### src/hdl/rscl_map.svh
/*
 Register offsets, strap field positions, reset values and fixed addresses of the strap latch.
 Assumes a 32-bit classic Wishbone slave with byte addresses.
*/
`ifndef RSCL_MAP_SVH
`define RSCL_MAP_SVH

`define RSCL_OFS_STRAP 8'h00
`define RSCL_OFS_ACTIVE 8'h04
`define RSCL_OFS_STATUS 8'h08
`define RSCL_OFS_CTRL 8'h0C
`define RSCL_OFS_CSTIME 8'h10

`define RSCL_STRAP_W 16
`define RSCL_STRAP_RST 16'hFFFF
`define RSCL_RSV_MASK 16'h002C
`define RSCL_CLK_HI 15
`define RSCL_CLK_LO 13
`define RSCL_SAL_HI 12
`define RSCL_SAL_LO 11
`define RSCL_CS_HI 10
`define RSCL_CS_LO 9
`define RSCL_WRC_BIT 8
`define RSCL_BUS_HI 7
`define RSCL_BUS_LO 6
`define RSCL_BSL_BIT 4
`define RSCL_ADP_BIT 1
`define RSCL_EMU_BIT 0

`define RSCL_CTRL_END_OF_INIT_INSTRUCTION_BIT 0
`define RSCL_CSTIME_RST 32'h00000000
`define RSCL_START_ADDR 24'h000000

`endif

### src/hdl/rscl_pkg.sv
/*
 Types of the strap latch: run phases and the decoded configuration carrier.
 Assumes rscl_map.svh supplies all numeric constants.
*/
package rscl_pkg;

    typedef enum logic [1:0] {
        RSCL_PH_RESET = 2'b00,
        RSCL_PH_INIT = 2'b01,
        RSCL_PH_RUN = 2'b10
    } rscl_phase_t;

    typedef enum logic [1:0] {
        RSCL_BUS_8_DEMUX = 2'b00,
        RSCL_BUS_8_MUX = 2'b01,
        RSCL_BUS_16_DEMUX = 2'b10,
        RSCL_BUS_16_MUX = 2'b11
    } rscl_bus_t;

    typedef struct packed {
        logic [3:0] clk_mult_x2;
        logic [7:0] addr_line_en;
        logic [4:0] cs_en;
        logic single_wr_strobe;
        rscl_bus_t bus_type;
        logic bsl_active;
        logic adapter_active;
        logic emu_active;
    } rscl_cfg_t;

endpackage

### src/hdl/rscl_top.sv
/*
 Reset strap configuration latch: captures the strap port during reset, decodes it,
 guards the initialization phase and offers the settings over classic Wishbone.
 Assumes one 250 MHz clock, synchronous active-high reset and board pull-downs or open pins.
*/
// Design decisions made here: the register offsets and register access over Wishbone.
`timescale 1ns/10ps
`include "rscl_map.svh"

module rscl_top (
    input wire logic clk_i,
    input wire logic rst_i,
    input wire logic [15:0] strap_port_i,
    input wire logic end_of_init_i,
    input wire logic wb_cyc_i,
    input wire logic wb_stb_i,
    input wire logic wb_we_i,
    input wire logic [7:0] wb_adr_i,
    input wire logic [3:0] wb_sel_i,
    input wire logic [31:0] wb_dat_i,
    output logic [31:0] wb_dat_o,
    output logic wb_ack_o,
    output logic [23:0] fetch_addr_o,
    output logic fetch_start_o,
    output logic init_active_o,
    output logic [3:0] clk_mult_x2_o,
    output logic [7:0] addr_line_en_o,
    output logic [4:0] cs_en_o,
    output logic single_wr_strobe_o,
    output logic [1:0] boot_bus_type_o,
    output logic bsl_active_o,
    output logic adapter_active_o,
    output logic emu_active_o,
    output logic [31:0] cs_timing_o
);

    logic [15:0] strap_level;
    logic [15:0] startup_strap_word_r;
    logic [15:0] startup_strap_word_nxt;
    logic [15:0] active_cfg_r;
    logic [15:0] active_cfg_nxt;
    logic [31:0] cs_timing_r;
    logic [31:0] cs_timing_nxt;
    rscl_pkg::rscl_phase_t phase_r;
    rscl_pkg::rscl_phase_t phase_nxt;
    rscl_pkg::rscl_cfg_t cfg_dec;
    logic ack_r;
    logic [31:0] rdata_r;
    logic [31:0] rdata_nxt;
    logic fetch_start_r;
    logic rsv_bad_r;

    rscl_strap_sync #(
        .W(16)
    ) u_sync (
        .clk_i(clk_i),
        .pin_i(strap_port_i),
        .level_o(strap_level)
    );

    rscl_decode u_dec (
        .word_i(active_cfg_r),
        .cfg_o(cfg_dec)
    );

    // Bus decode
    wire req = wb_cyc_i & wb_stb_i;
    wire hit_strap = (wb_adr_i == `RSCL_OFS_STRAP);
    wire hit_active = (wb_adr_i == `RSCL_OFS_ACTIVE);
    wire hit_status = (wb_adr_i == `RSCL_OFS_STATUS);
    wire hit_ctrl = (wb_adr_i == `RSCL_OFS_CTRL);
    wire hit_cstime = (wb_adr_i == `RSCL_OFS_CSTIME);
    // Writes land on the edge where the master sees ack, not earlier
    wire wr_fire = req & wb_we_i & ack_r;
    wire in_init = (phase_r == rscl_pkg::RSCL_PH_INIT);
    wire ctrl_end_of_init_instruction = wr_fire & hit_ctrl & wb_sel_i[0] & wb_dat_i[`RSCL_CTRL_END_OF_INIT_INSTRUCTION_BIT];
    wire end_of_init_instruction_evt = end_of_init_i | ctrl_end_of_init_instruction;
    wire wr_active = wr_fire & hit_active & in_init;
    wire wr_cstime = wr_fire & hit_cstime;

    function automatic logic [31:0] merge(input logic [31:0] old, input logic [31:0] nv, input logic [3:0] sel);
        logic [31:0] res;
        res = old;
        for (int i = 0; i < 4; i++)
        begin
            if (sel[i])
            begin
                res[i*8 +: 8] = nv[i*8 +: 8];
            end
        end
        return res;
    endfunction

    wire [31:0] active_merged = merge({16'h0000, active_cfg_r}, wb_dat_i, wb_sel_i);
    wire [31:0] status_word = {
        24'h000000,
        rsv_bad_r,
        (phase_r == rscl_pkg::RSCL_PH_RUN),
        cfg_dec.emu_active,
        cfg_dec.adapter_active,
        cfg_dec.bsl_active,
        cfg_dec.single_wr_strobe,
        1'b0,
        in_init
    };

    // Reset phase captures, init allows reconfiguration, run locks the active configuration while CS timing stays writable
    always_comb
    begin
        phase_nxt = phase_r;
        case (phase_r)
            rscl_pkg::RSCL_PH_RESET:
            begin
                phase_nxt = rscl_pkg::RSCL_PH_INIT;
            end
            rscl_pkg::RSCL_PH_INIT:
            begin
                if (end_of_init_instruction_evt)
                begin
                    phase_nxt = rscl_pkg::RSCL_PH_RUN;
                end
            end
            rscl_pkg::RSCL_PH_RUN:
            begin
                phase_nxt = rscl_pkg::RSCL_PH_RUN;
            end
            default:
            begin
                phase_nxt = rscl_pkg::RSCL_PH_RESET;
            end
        endcase
    end

    // Sampling runs only while reset is held; later pin traffic is ignored
    always_comb
    begin
        startup_strap_word_nxt = startup_strap_word_r;
        if (rst_i)
        begin
            startup_strap_word_nxt = strap_level;
        end
    end

    always_comb
    begin
        active_cfg_nxt = active_cfg_r;
        if (phase_r == rscl_pkg::RSCL_PH_RESET)
        begin
            active_cfg_nxt = startup_strap_word_r;
        end
        else if (wr_active)
        begin
            active_cfg_nxt = active_merged[15:0];
        end
    end

    assign cs_timing_nxt = wr_cstime ? merge(cs_timing_r, wb_dat_i, wb_sel_i) : cs_timing_r;

    always_comb
    begin
        rdata_nxt = 32'h00000000;
        if (hit_strap)
        begin
            rdata_nxt = {16'h0000, startup_strap_word_r};
        end
        else if (hit_active)
        begin
            rdata_nxt = {16'h0000, active_cfg_r};
        end
        else if (hit_status)
        begin
            rdata_nxt = status_word;
        end
        else if (hit_cstime)
        begin
            rdata_nxt = cs_timing_r;
        end
    end

    // Strap latch has no reset so the pins are seen while rst_i is high
    always_ff @(posedge clk_i)
    begin
        startup_strap_word_r <= startup_strap_word_nxt;
    end

    always_ff @(posedge clk_i)
    begin
        if (rst_i)
        begin
            phase_r <= rscl_pkg::RSCL_PH_RESET;
            active_cfg_r <= `RSCL_STRAP_RST;
            cs_timing_r <= `RSCL_CSTIME_RST;
            ack_r <= 1'b0;
            rdata_r <= 32'h00000000;
            fetch_start_r <= 1'b0;
            rsv_bad_r <= 1'b0;
        end
        else
        begin
            phase_r <= phase_nxt;
            active_cfg_r <= active_cfg_nxt;
            cs_timing_r <= cs_timing_nxt;
            ack_r <= req & ~ack_r;
            rdata_r <= rdata_nxt;
            fetch_start_r <= (phase_r == rscl_pkg::RSCL_PH_RESET);
            // Reserved straps not high mean a mis-strapped board
            rsv_bad_r <= ((startup_strap_word_r & `RSCL_RSV_MASK) != `RSCL_RSV_MASK);
        end
    end

    // Outputs are registered from the decoded active configuration, the phase, the CS timing and the fixed fetch address
    always_ff @(posedge clk_i)
    begin
        if (rst_i)
        begin
            fetch_addr_o <= `RSCL_START_ADDR;
            init_active_o <= 1'b0;
            clk_mult_x2_o <= 4'h6;
            addr_line_en_o <= 8'h03;
            cs_en_o <= 5'h1F;
            single_wr_strobe_o <= 1'b1;
            boot_bus_type_o <= 2'h3;
            bsl_active_o <= 1'b0;
            adapter_active_o <= 1'b0;
            emu_active_o <= 1'b0;
            cs_timing_o <= `RSCL_CSTIME_RST;
        end
        else
        begin
            fetch_addr_o <= `RSCL_START_ADDR;
            init_active_o <= in_init;
            clk_mult_x2_o <= cfg_dec.clk_mult_x2;
            addr_line_en_o <= cfg_dec.addr_line_en;
            cs_en_o <= cfg_dec.cs_en;
            single_wr_strobe_o <= cfg_dec.single_wr_strobe;
            boot_bus_type_o <= cfg_dec.bus_type;
            bsl_active_o <= cfg_dec.bsl_active;
            adapter_active_o <= cfg_dec.adapter_active;
            emu_active_o <= cfg_dec.emu_active;
            cs_timing_o <= cs_timing_r;
        end
    end

    assign wb_ack_o = ack_r;
    assign wb_dat_o = rdata_r;
    assign fetch_start_o = fetch_start_r;

endmodule // rscl_top

### src/hdl/rscl_strap_sync.sv
/*
 Three-flop synchroniser for the strap pins with agreement filter.
 Assumes pins are asynchronous to clk_i; open pins already read high.
 No reset: the stages must keep tracking the pins while reset is held, or the capture would only see the preset.
*/
`timescale 1ns/10ps
`include "rscl_map.svh"

module rscl_strap_sync #(
    parameter int W = `RSCL_STRAP_W
) (
    input wire logic clk_i,
    input wire logic [W-1:0] pin_i,
    output logic [W-1:0] level_o
);

    logic [W-1:0] s1_r;
    logic [W-1:0] s2_r;
    logic [W-1:0] s3_r;
    logic [W-1:0] agree;

    // A bit only moves once the second and third stages agree
    assign agree = ~(s2_r ^ s3_r);

    // Free running so the pins are seen during reset; settles within four edges
    always_ff @(posedge clk_i)
    begin
        s1_r <= pin_i;
        s2_r <= s1_r;
        s3_r <= s2_r;
        level_o <= (agree & s3_r) | (~agree & level_o);
    end

endmodule // rscl_strap_sync

### src/hdl/rscl_decode.sv
/*
 Decodes a strap-format configuration word into system settings.
 Purely combinational; the caller registers the result.
*/
`timescale 1ns/10ps
`include "rscl_map.svh"

module rscl_decode (
    input wire logic [15:0] word_i,
    output rscl_pkg::rscl_cfg_t cfg_o
);

    function automatic logic [3:0] clk_mult(input logic [2:0] code);
        case (code)
            3'h0: clk_mult = 4'h1;
            3'h1: clk_mult = 4'h5;
            3'h2: clk_mult = 4'h5;
            3'h3: clk_mult = 4'h2;
            3'h4: clk_mult = 4'hA;
            3'h5: clk_mult = 4'h4;
            3'h6: clk_mult = 4'h9;
            default: clk_mult = 4'h6;
        endcase
    endfunction

    function automatic logic [7:0] addr_lines(input logic [1:0] code);
        case (code)
            2'h0: addr_lines = 8'h0F;
            2'h1: addr_lines = 8'h00;
            2'h2: addr_lines = 8'hFF;
            default: addr_lines = 8'h03;
        endcase
    endfunction

    function automatic logic [4:0] cs_lines(input logic [1:0] code);
        case (code)
            2'h0: cs_lines = 5'h07;
            2'h1: cs_lines = 5'h03;
            2'h2: cs_lines = 5'h00;
            default: cs_lines = 5'h1F;
        endcase
    endfunction

    // Multiplier is given times two so the half steps stay integral
    assign cfg_o.clk_mult_x2 = clk_mult(word_i[`RSCL_CLK_HI:`RSCL_CLK_LO]);
    assign cfg_o.addr_line_en = addr_lines(word_i[`RSCL_SAL_HI:`RSCL_SAL_LO]);
    assign cfg_o.cs_en = cs_lines(word_i[`RSCL_CS_HI:`RSCL_CS_LO]);
    assign cfg_o.single_wr_strobe = word_i[`RSCL_WRC_BIT];
    assign cfg_o.bus_type = rscl_pkg::rscl_bus_t'(word_i[`RSCL_BUS_HI:`RSCL_BUS_LO]);
    assign cfg_o.bsl_active = ~word_i[`RSCL_BSL_BIT];
    assign cfg_o.adapter_active = ~word_i[`RSCL_ADP_BIT];
    assign cfg_o.emu_active = ~word_i[`RSCL_EMU_BIT];

endmodule // rscl_decode

### config.mk
export PLATFORM = sky130hd
export DESIGN_NAME = rscl_top
export DESIGN_NICKNAME = d
export VERILOG_FILES = /design/src/hdl/rscl_pkg.sv /design/src/hdl/rscl_top.sv /design/src/hdl/rscl_strap_sync.sv /design/src/hdl/rscl_decode.sv
export VERILOG_INCLUDE_DIRS = /design/src /design/src/hdl
export SDC_FILE = /design/constraint.sdc
export NUM_CORES = 1
export LEC_CHECK = 0
export ABC_AREA = 0
export BUFFER_PORTS_ARGS = -buffer_cell sky130_fd_sc_hd__buf_2
export CORE_ASPECT_RATIO = 0.5
export CORE_MARGIN = 2
export CORE_UTILIZATION = 56
export DETAILED_ROUTE_END_ITERATION = 12
export PLACE_DENSITY = 0.92
export SLEW_MARGIN = 25
export SYNTH_ARGS = -nofsm -noshare
export SYNTH_HDL_FRONTEND = slang
export SYNTH_SLANG_ARGS = --single-unit
### constraint.sdc
create_clock -name clk_i -period 3.95 [get_ports clk_i]
set_clock_uncertainty 0.1 [all_clocks]
set_input_delay 0.5925 -clock clk_i [delete_from_list [all_inputs] [get_ports clk_i]]
set_output_delay 0.5925 -clock clk_i [all_outputs]
set_load 0.005 [all_outputs]
==> results of run 1 <==
-- where the power goes --
| group | leakage [µW] | switching [µW] | internal (µW) |
|---|---|---|---|
| Sequential | 0.00181 | 99.3 | 2390 |
| Clock | 0.000297 | 779 | 1010 |
| Combinational | 0.00155 | 358 | 271 |
-- state kept, by name, summed over array words and instances, names as in the netlist, 2 cells and up, named ones only --
signal,flops
u_sync.s2_r,16
cs_en_o,3
addr_line_en_o,3
active_cfg_r,16
boot_bus_type_o,2
clk_mult_x2_o,4
cs_timing_o,32
cs_timing_r,32
wb_dat_o,32
u_sync.s3_r,16
u_sync.s1_r,16
phase_r,2
startup_strap_word_r,16
-- area by class of cell --
class / instances / area [µm²] / share of cell area (%)
repair buffers: 160 / 815.8 / 9.507
flip-flops and latches: 214 / 4604 / 53.66
multi-input cells: 375 / 2296 / 26.76
inverters: 11 / 41.29 / 0.4812
clock buffers: 24 / 524.3 / 6.110
clock inverters: 10 / 86.33 / 1.006
well taps: 170 / 212.7 / 2.479
-- worst paths after layout --
| kind | cells past startpoint | start | slack [ps] | end |
|---|---|---|---|---|
| worst max-delay path | 5 | wb_adr_i[4] | 1850 | wb_dat_o[5] |
| worst min-delay path | 1 | strap_port_i[15] | 110 | u_sync.s1_r[15] |
| worst max register to register | 5 | phase_r[0] | 2010 | active_cfg_r[6] |
| worst min register to register | 0 | u_sync.s1_r[3] | 230 | u_sync.s2_r[3] |
-- worst reg2reg max path: cells and delay by family (launching register included) --
family                     cells  cell delay [ps]
AOI/OAI and AO/OA              1              470
muxes                          1              390
DFF                            1              350
buffers and inverters          2              320
adders and majority gates      1              200
-- cell families (layout without fill, tap and decap cells) --
family	after synthesis	in the layout	share of synthesized area, %
mux	9	9	1.284
xor+xnor	17	17	2.064
compound gates	96	96	8.847
fa+ha+maj	5	5	0.8673
simple gates	224	224	17.52
buf+inv	73	205	5.533
other cells	1	24	0.05199
flops	214	214	63.83
-- placed cells by master (no fill, tap or decap), types with 2 or more instances in the layout --
cell type	instances
buf_2	154
nor2b_1	58
a2bb2oi_1	7
a21boi_0	2
mux2_2	2
nor4_1	2
o21ai_0	34
ha_1	5
edfxtp_1	32
clkinvlp_4	3
nor3_1	22
nor2_1	28
clkbuf_16	19
nand2_1	39
and2_1	18
conb_1	24
mux2i_1	7
o22ai_1	7
xnor2_1	17
a211oi_1	15
nand4_1	6
nand2b_1	36
inv_1	11
a21oi_1	17
a22oi_1	6
clkbuf_1	2
dfxtp_1	182
or2_2	7
clkinv_2	5
a211o_1	2
clkbuf_8	3
buf_4	6
-- layer usage --
layer	global-route usage, %	vias to the layer above	share of wire (%)
li1	-	2379	-
met1	27.75	2191	43
met2	32.26	283	44
met3	5.583	40	10
met4	6.640	0	3.0
met5	0	-	0
-- per-stage QoR --
stage               instance area [µm²]  utilization (%)  power (µW)
floorplan                          7300                -        2964
global placement                   7970            63.12        3114
detailed placement                 7970            63.12        3146
CTS                                8581            67.95        4926
global route                       8581            67.95        5116
finish                             8581            67.95        4908
==> results.toml, run 1 <==
[run_status]
status = "complete, no violations"

[clock_network]
cts-root-buf = "clkbuf_16"
cts.clk_slew.worst_paths_ps = 60
clock_sinks = 214
clock_path_buffers = 3
post_cts_resized = 0
cts_tree = "yes"
clock_latency_ps = 480
ctsHoldBuffers = 0
cts_setup_buffers = 0
htree_levels = 1
cts_buffers = 19

[synth]
synth-edff-count = 32
ys_ff_latch = 214
async_flop_share_pct = 0
yosysTopAreaCellShare_pct = 50.51
synth_area_per_cell_um2 = 11.29
yosysWarnings = 0
synthTopCellsByArea = "dfxtp_1 51%, edfxtp_1 13%, nor2b_1 5.0%"
syn-cell-area_um2 = 7213
synth.most_common_cell = "dfxtp_1"
synth_top_cell_by_area = "dfxtp_1"
netlist_instances = 639
synth_ff_type = "dfxtp_1"
synth.distinct_cells = 43
yosys-top-cells-count = "182 x dfxtp_1, 58 x nor2b_1, 39 x nand2_1"
seq_area_frac_synth_pct = 63.83

[min_path]
min-delay-path-class = "in2reg"

[critical_path]
crit_type = "in2reg"
crit_chain = "buf_2 > or4_4 > nor4b_4 > a22oi_1 > nor3_1"
worst-endpoint-required_ps = 4250
start_kind = "input pin"
critPathMaxFanout = 27
path_buf_inv = 1
worst_ep_arrival_time_ps = 2400
critPathMaxStageDelay_ps = 600
slowest_stage = "or4_4"
critPathCaptureType = "register"
path_delay_family = "simple AND/OR/NAND/NOR gates"

[grt]
overflow = 0
antenna_found_initial = 0
grt_pass1_vias = 4625
grt_pass1_wl_um = 22580
grt_max_degree = 92
track_usage_pct = 20.50

[sta]
finalSetupTns_ps = 0
fin_crit_sh_pct = 53.17
finalSetupViolations = 0
fmaxAchievable_ghz = 0.4762
relSlewSlack_pct = 40.55
setup_ws_ps = 1850
tightest_slew_ps = 885.0
hold_violations = 0
holdWs_ps = 106.6
post-route-min-period_ps = 2100
rsz0062_at_grt = "false"
slew_viol_final = 0

[finish]
instances_no_fill = 964
antenna_cells = 0
nNetsFinal = 852
drive_gt1_share_pct = 26.20
syn_to_final_growth_pct = 18.96
nFillCells = 916

[floorplan]
die_area_um2 = 13860
core_um2 = 12630
io-pin-count = 180
start_util_pct = 57.12
die_h_um = 84.25
fp.dieW_um = 164.5
fp-row-count = 29

[power_and_ir_drop]
power_density_nw_per_um2 = 572.0
leakagePower_uw = 0.003653
peakVddDrop_mv = 0.3083

[route]
num_vias = 4893
firstDrtPassIters = 5
drc = 0
routedWlPerCell_um = 15.09
ant_nets = 0
vias_per_cell = 5.076
wirelength_um = 14550
drtIter0Drc = 530

[placement]
dp_hpwl_um = 9951
io_buffers = 155
dp_cells = 930
pre_cts_ws_ps = 1447
place.gp.congestion = 0.9110

[job]
drv_cap = 0
Note: power is estimated with default switching activity, not from simulation.
==> run 2: changes to the inputs <==
--- a/config.mk
+++ b/config.mk
@@ -10,9 +10,9 @@
 export BUFFER_PORTS_ARGS = -buffer_cell sky130_fd_sc_hd__buf_2
 export CORE_ASPECT_RATIO = 0.5
 export CORE_MARGIN = 2
-export CORE_UTILIZATION = 56
+export CORE_UTILIZATION = 52
 export DETAILED_ROUTE_END_ITERATION = 12
-export PLACE_DENSITY = 0.92
+export PLACE_DENSITY = 0.87
 export SLEW_MARGIN = 25
 export SYNTH_ARGS = -nofsm -noshare
 export SYNTH_HDL_FRONTEND = slang
==> constraint.sdc (replaced) <==
create_clock -name clk_i -period 2 [get_ports clk_i]
set_clock_uncertainty 0.1 [all_clocks]
set_input_delay 0.3 -clock clk_i [delete_from_list [all_inputs] [get_ports clk_i]]
set_output_delay 0.3 -clock clk_i [all_outputs]
set_load 0.005 [all_outputs]
==> results.toml, run 2 (synthesis results as in run 1) <==
[sta]
finalSetupViolations = 0
tightest_slew_ps = 501.4
finalSetupTns_ps = 0
slew_viol_final = 0
post-route-min-period_ps = 1771
hold_violations = 0
rsz0062_at_grt = "false"
relSlewSlack_pct = 66.26
fmaxAchievable_ghz = 0.5646
fin_crit_sh_pct = 88.56

[finish]
instances_no_fill = 1037
drive_gt1_share_pct = 25.83
nNetsFinal = 903
syn_to_final_growth_pct = 25.65
final_cell_mix = "182 x dfxtp_1, 154 x buf_2, 58 x nor2b_1"
final_common_cell = "dfxtp_1"
fin_util_pct = 66.89
final_area_um2 = 9064

[grt]
overflow = 0
track_usage_pct = 19.73
antenna_found_initial = 1
grt_pass1_vias = 4671
grt_pass1_wl_um = 23050
grt_max_degree = 36

[clock_network]
cts_buffers = 18
clock_sinks = 214
post_cts_resized = 0
htree_levels = 1
clock_path_buffers = 3
cts.clk_slew.worst_paths_ps = 70
cts_tree = "yes"
clock_latency_ps = 470
cts-root-buf = "clkbuf_16"

[route]
drtIter0Drc = 264
drc = 0
routedWlPerCell_um = 14.47
firstDrtPassIters = 5
ant_nets = 0
num_vias = 5016
wirelength_um = 15010
vias_per_cell = 4.837

[power_and_ir_drop]
power_density_nw_per_um2 = 1064
leakagePower_uw = 0.003854
p_total_uw = 9645
peakVddDrop_mv = 0.6021

[min_path]
min-delay-path-class = "in2reg"

[placement]
dp_hpwl_um = 10200
io_buffers = 155
dp_cells = 967
place.gp.congestion = 0.8957
dpl-instance-area_um2 = 8123

[critical_path]
worst-endpoint-required_ps = 2250
crit_type = "reg2reg"
critPathCaptureType = "register"
start_kind = "register"
critPathMaxFanout = 16
worst_ep_arrival_time_ps = 2020

[run_status]
status = "complete, no violations"

[floorplan]
start_util_pct = 53.23
die_area_um2 = 14890
core_um2 = 13550
fp-row-count = 30
io-pin-count = 180
die_h_um = 87.28
fp.dieW_um = 170.6

[job]
drv_cap = 0
run 2: changes by cell type in the layout (fill, tap and decap cells not counted), moves of 2 or more:
cell	before	now
dlygate4sd3_1	0	37
clkinv_1	0	2
buf_4	6	20
clkinv_2	5	2
run 2: power breakdown:
part | switching (µW) | internal, µW
clock | 1470 | 1850
combinational | 751 | 675
sequential | 189 | 4710
run 2: final cells by class:
class | instances | area (µm²)
sequential | 214 | 4604
fill | 1063 | 4487
multi-input combinational | 375 | 2296
timing repair buffer | 212 | 1311
clock buffer | 25 | 528.0
tap | 192 | 240.2
inverter | 11 | 41.29
clock inverter | 7 | 40.04
antenna | 1 | 2.502
run 2: worst max-delay path, stage by stage, from the launching register on:
cell and delay, ps:
dfxtp_1 360, inv_1 80, ha_1 300, and2_1 190, a41o_1 270, buf_12 160
nor3_1 130, a21oi_1 70
run 2: routing by layer:
metal	part of all wire (%)	vias up	wire length [µm]	global-route usage, %
li1	-	2481	-	-
met1	45	2284	6780	26.37
met2	45	219	6710	31.87
met3	7.1	32	1061	4.180
met4	3.0	0	452	7.537
met5	0	-	0	0
run 2: final timing paths:
check / start / endpoint / slack [ps] / cells past startpoint
max: phase_r[1] / active_cfg_r[12] / 230 / 7
min: wb_dat_i[10] / cs_timing_r[10] / 20 / 3
max reg2reg: phase_r[1] / active_cfg_r[12] / 230 / 7
min reg2reg: u_sync.s1_r[1] / u_sync.s2_r[1] / 230 / 0
run 2: per-stage QoR:
| step | setup WS [ps] | hold slack (ps) |
|---|---|---|
| 5_1_grt | 115.6 | 10.55 |
| 6_report | 228.8 | 24.50 |
| 3_5_place_dp | -24.46 | 212.1 |
| 4_1_cts | 232.8 | 9.119 |
| 2_1_floorplan | 186.4 | 209.6 |
| 3_3_place_gp | 34.28 | 210.3 |
run 2: repair_timing:
action,4_1_cts,5_1_grt
buffers inserted,0,0
endpoints found under the hold margin,36,0
setup endpoints to repair,0,0
hold buffers,37,0
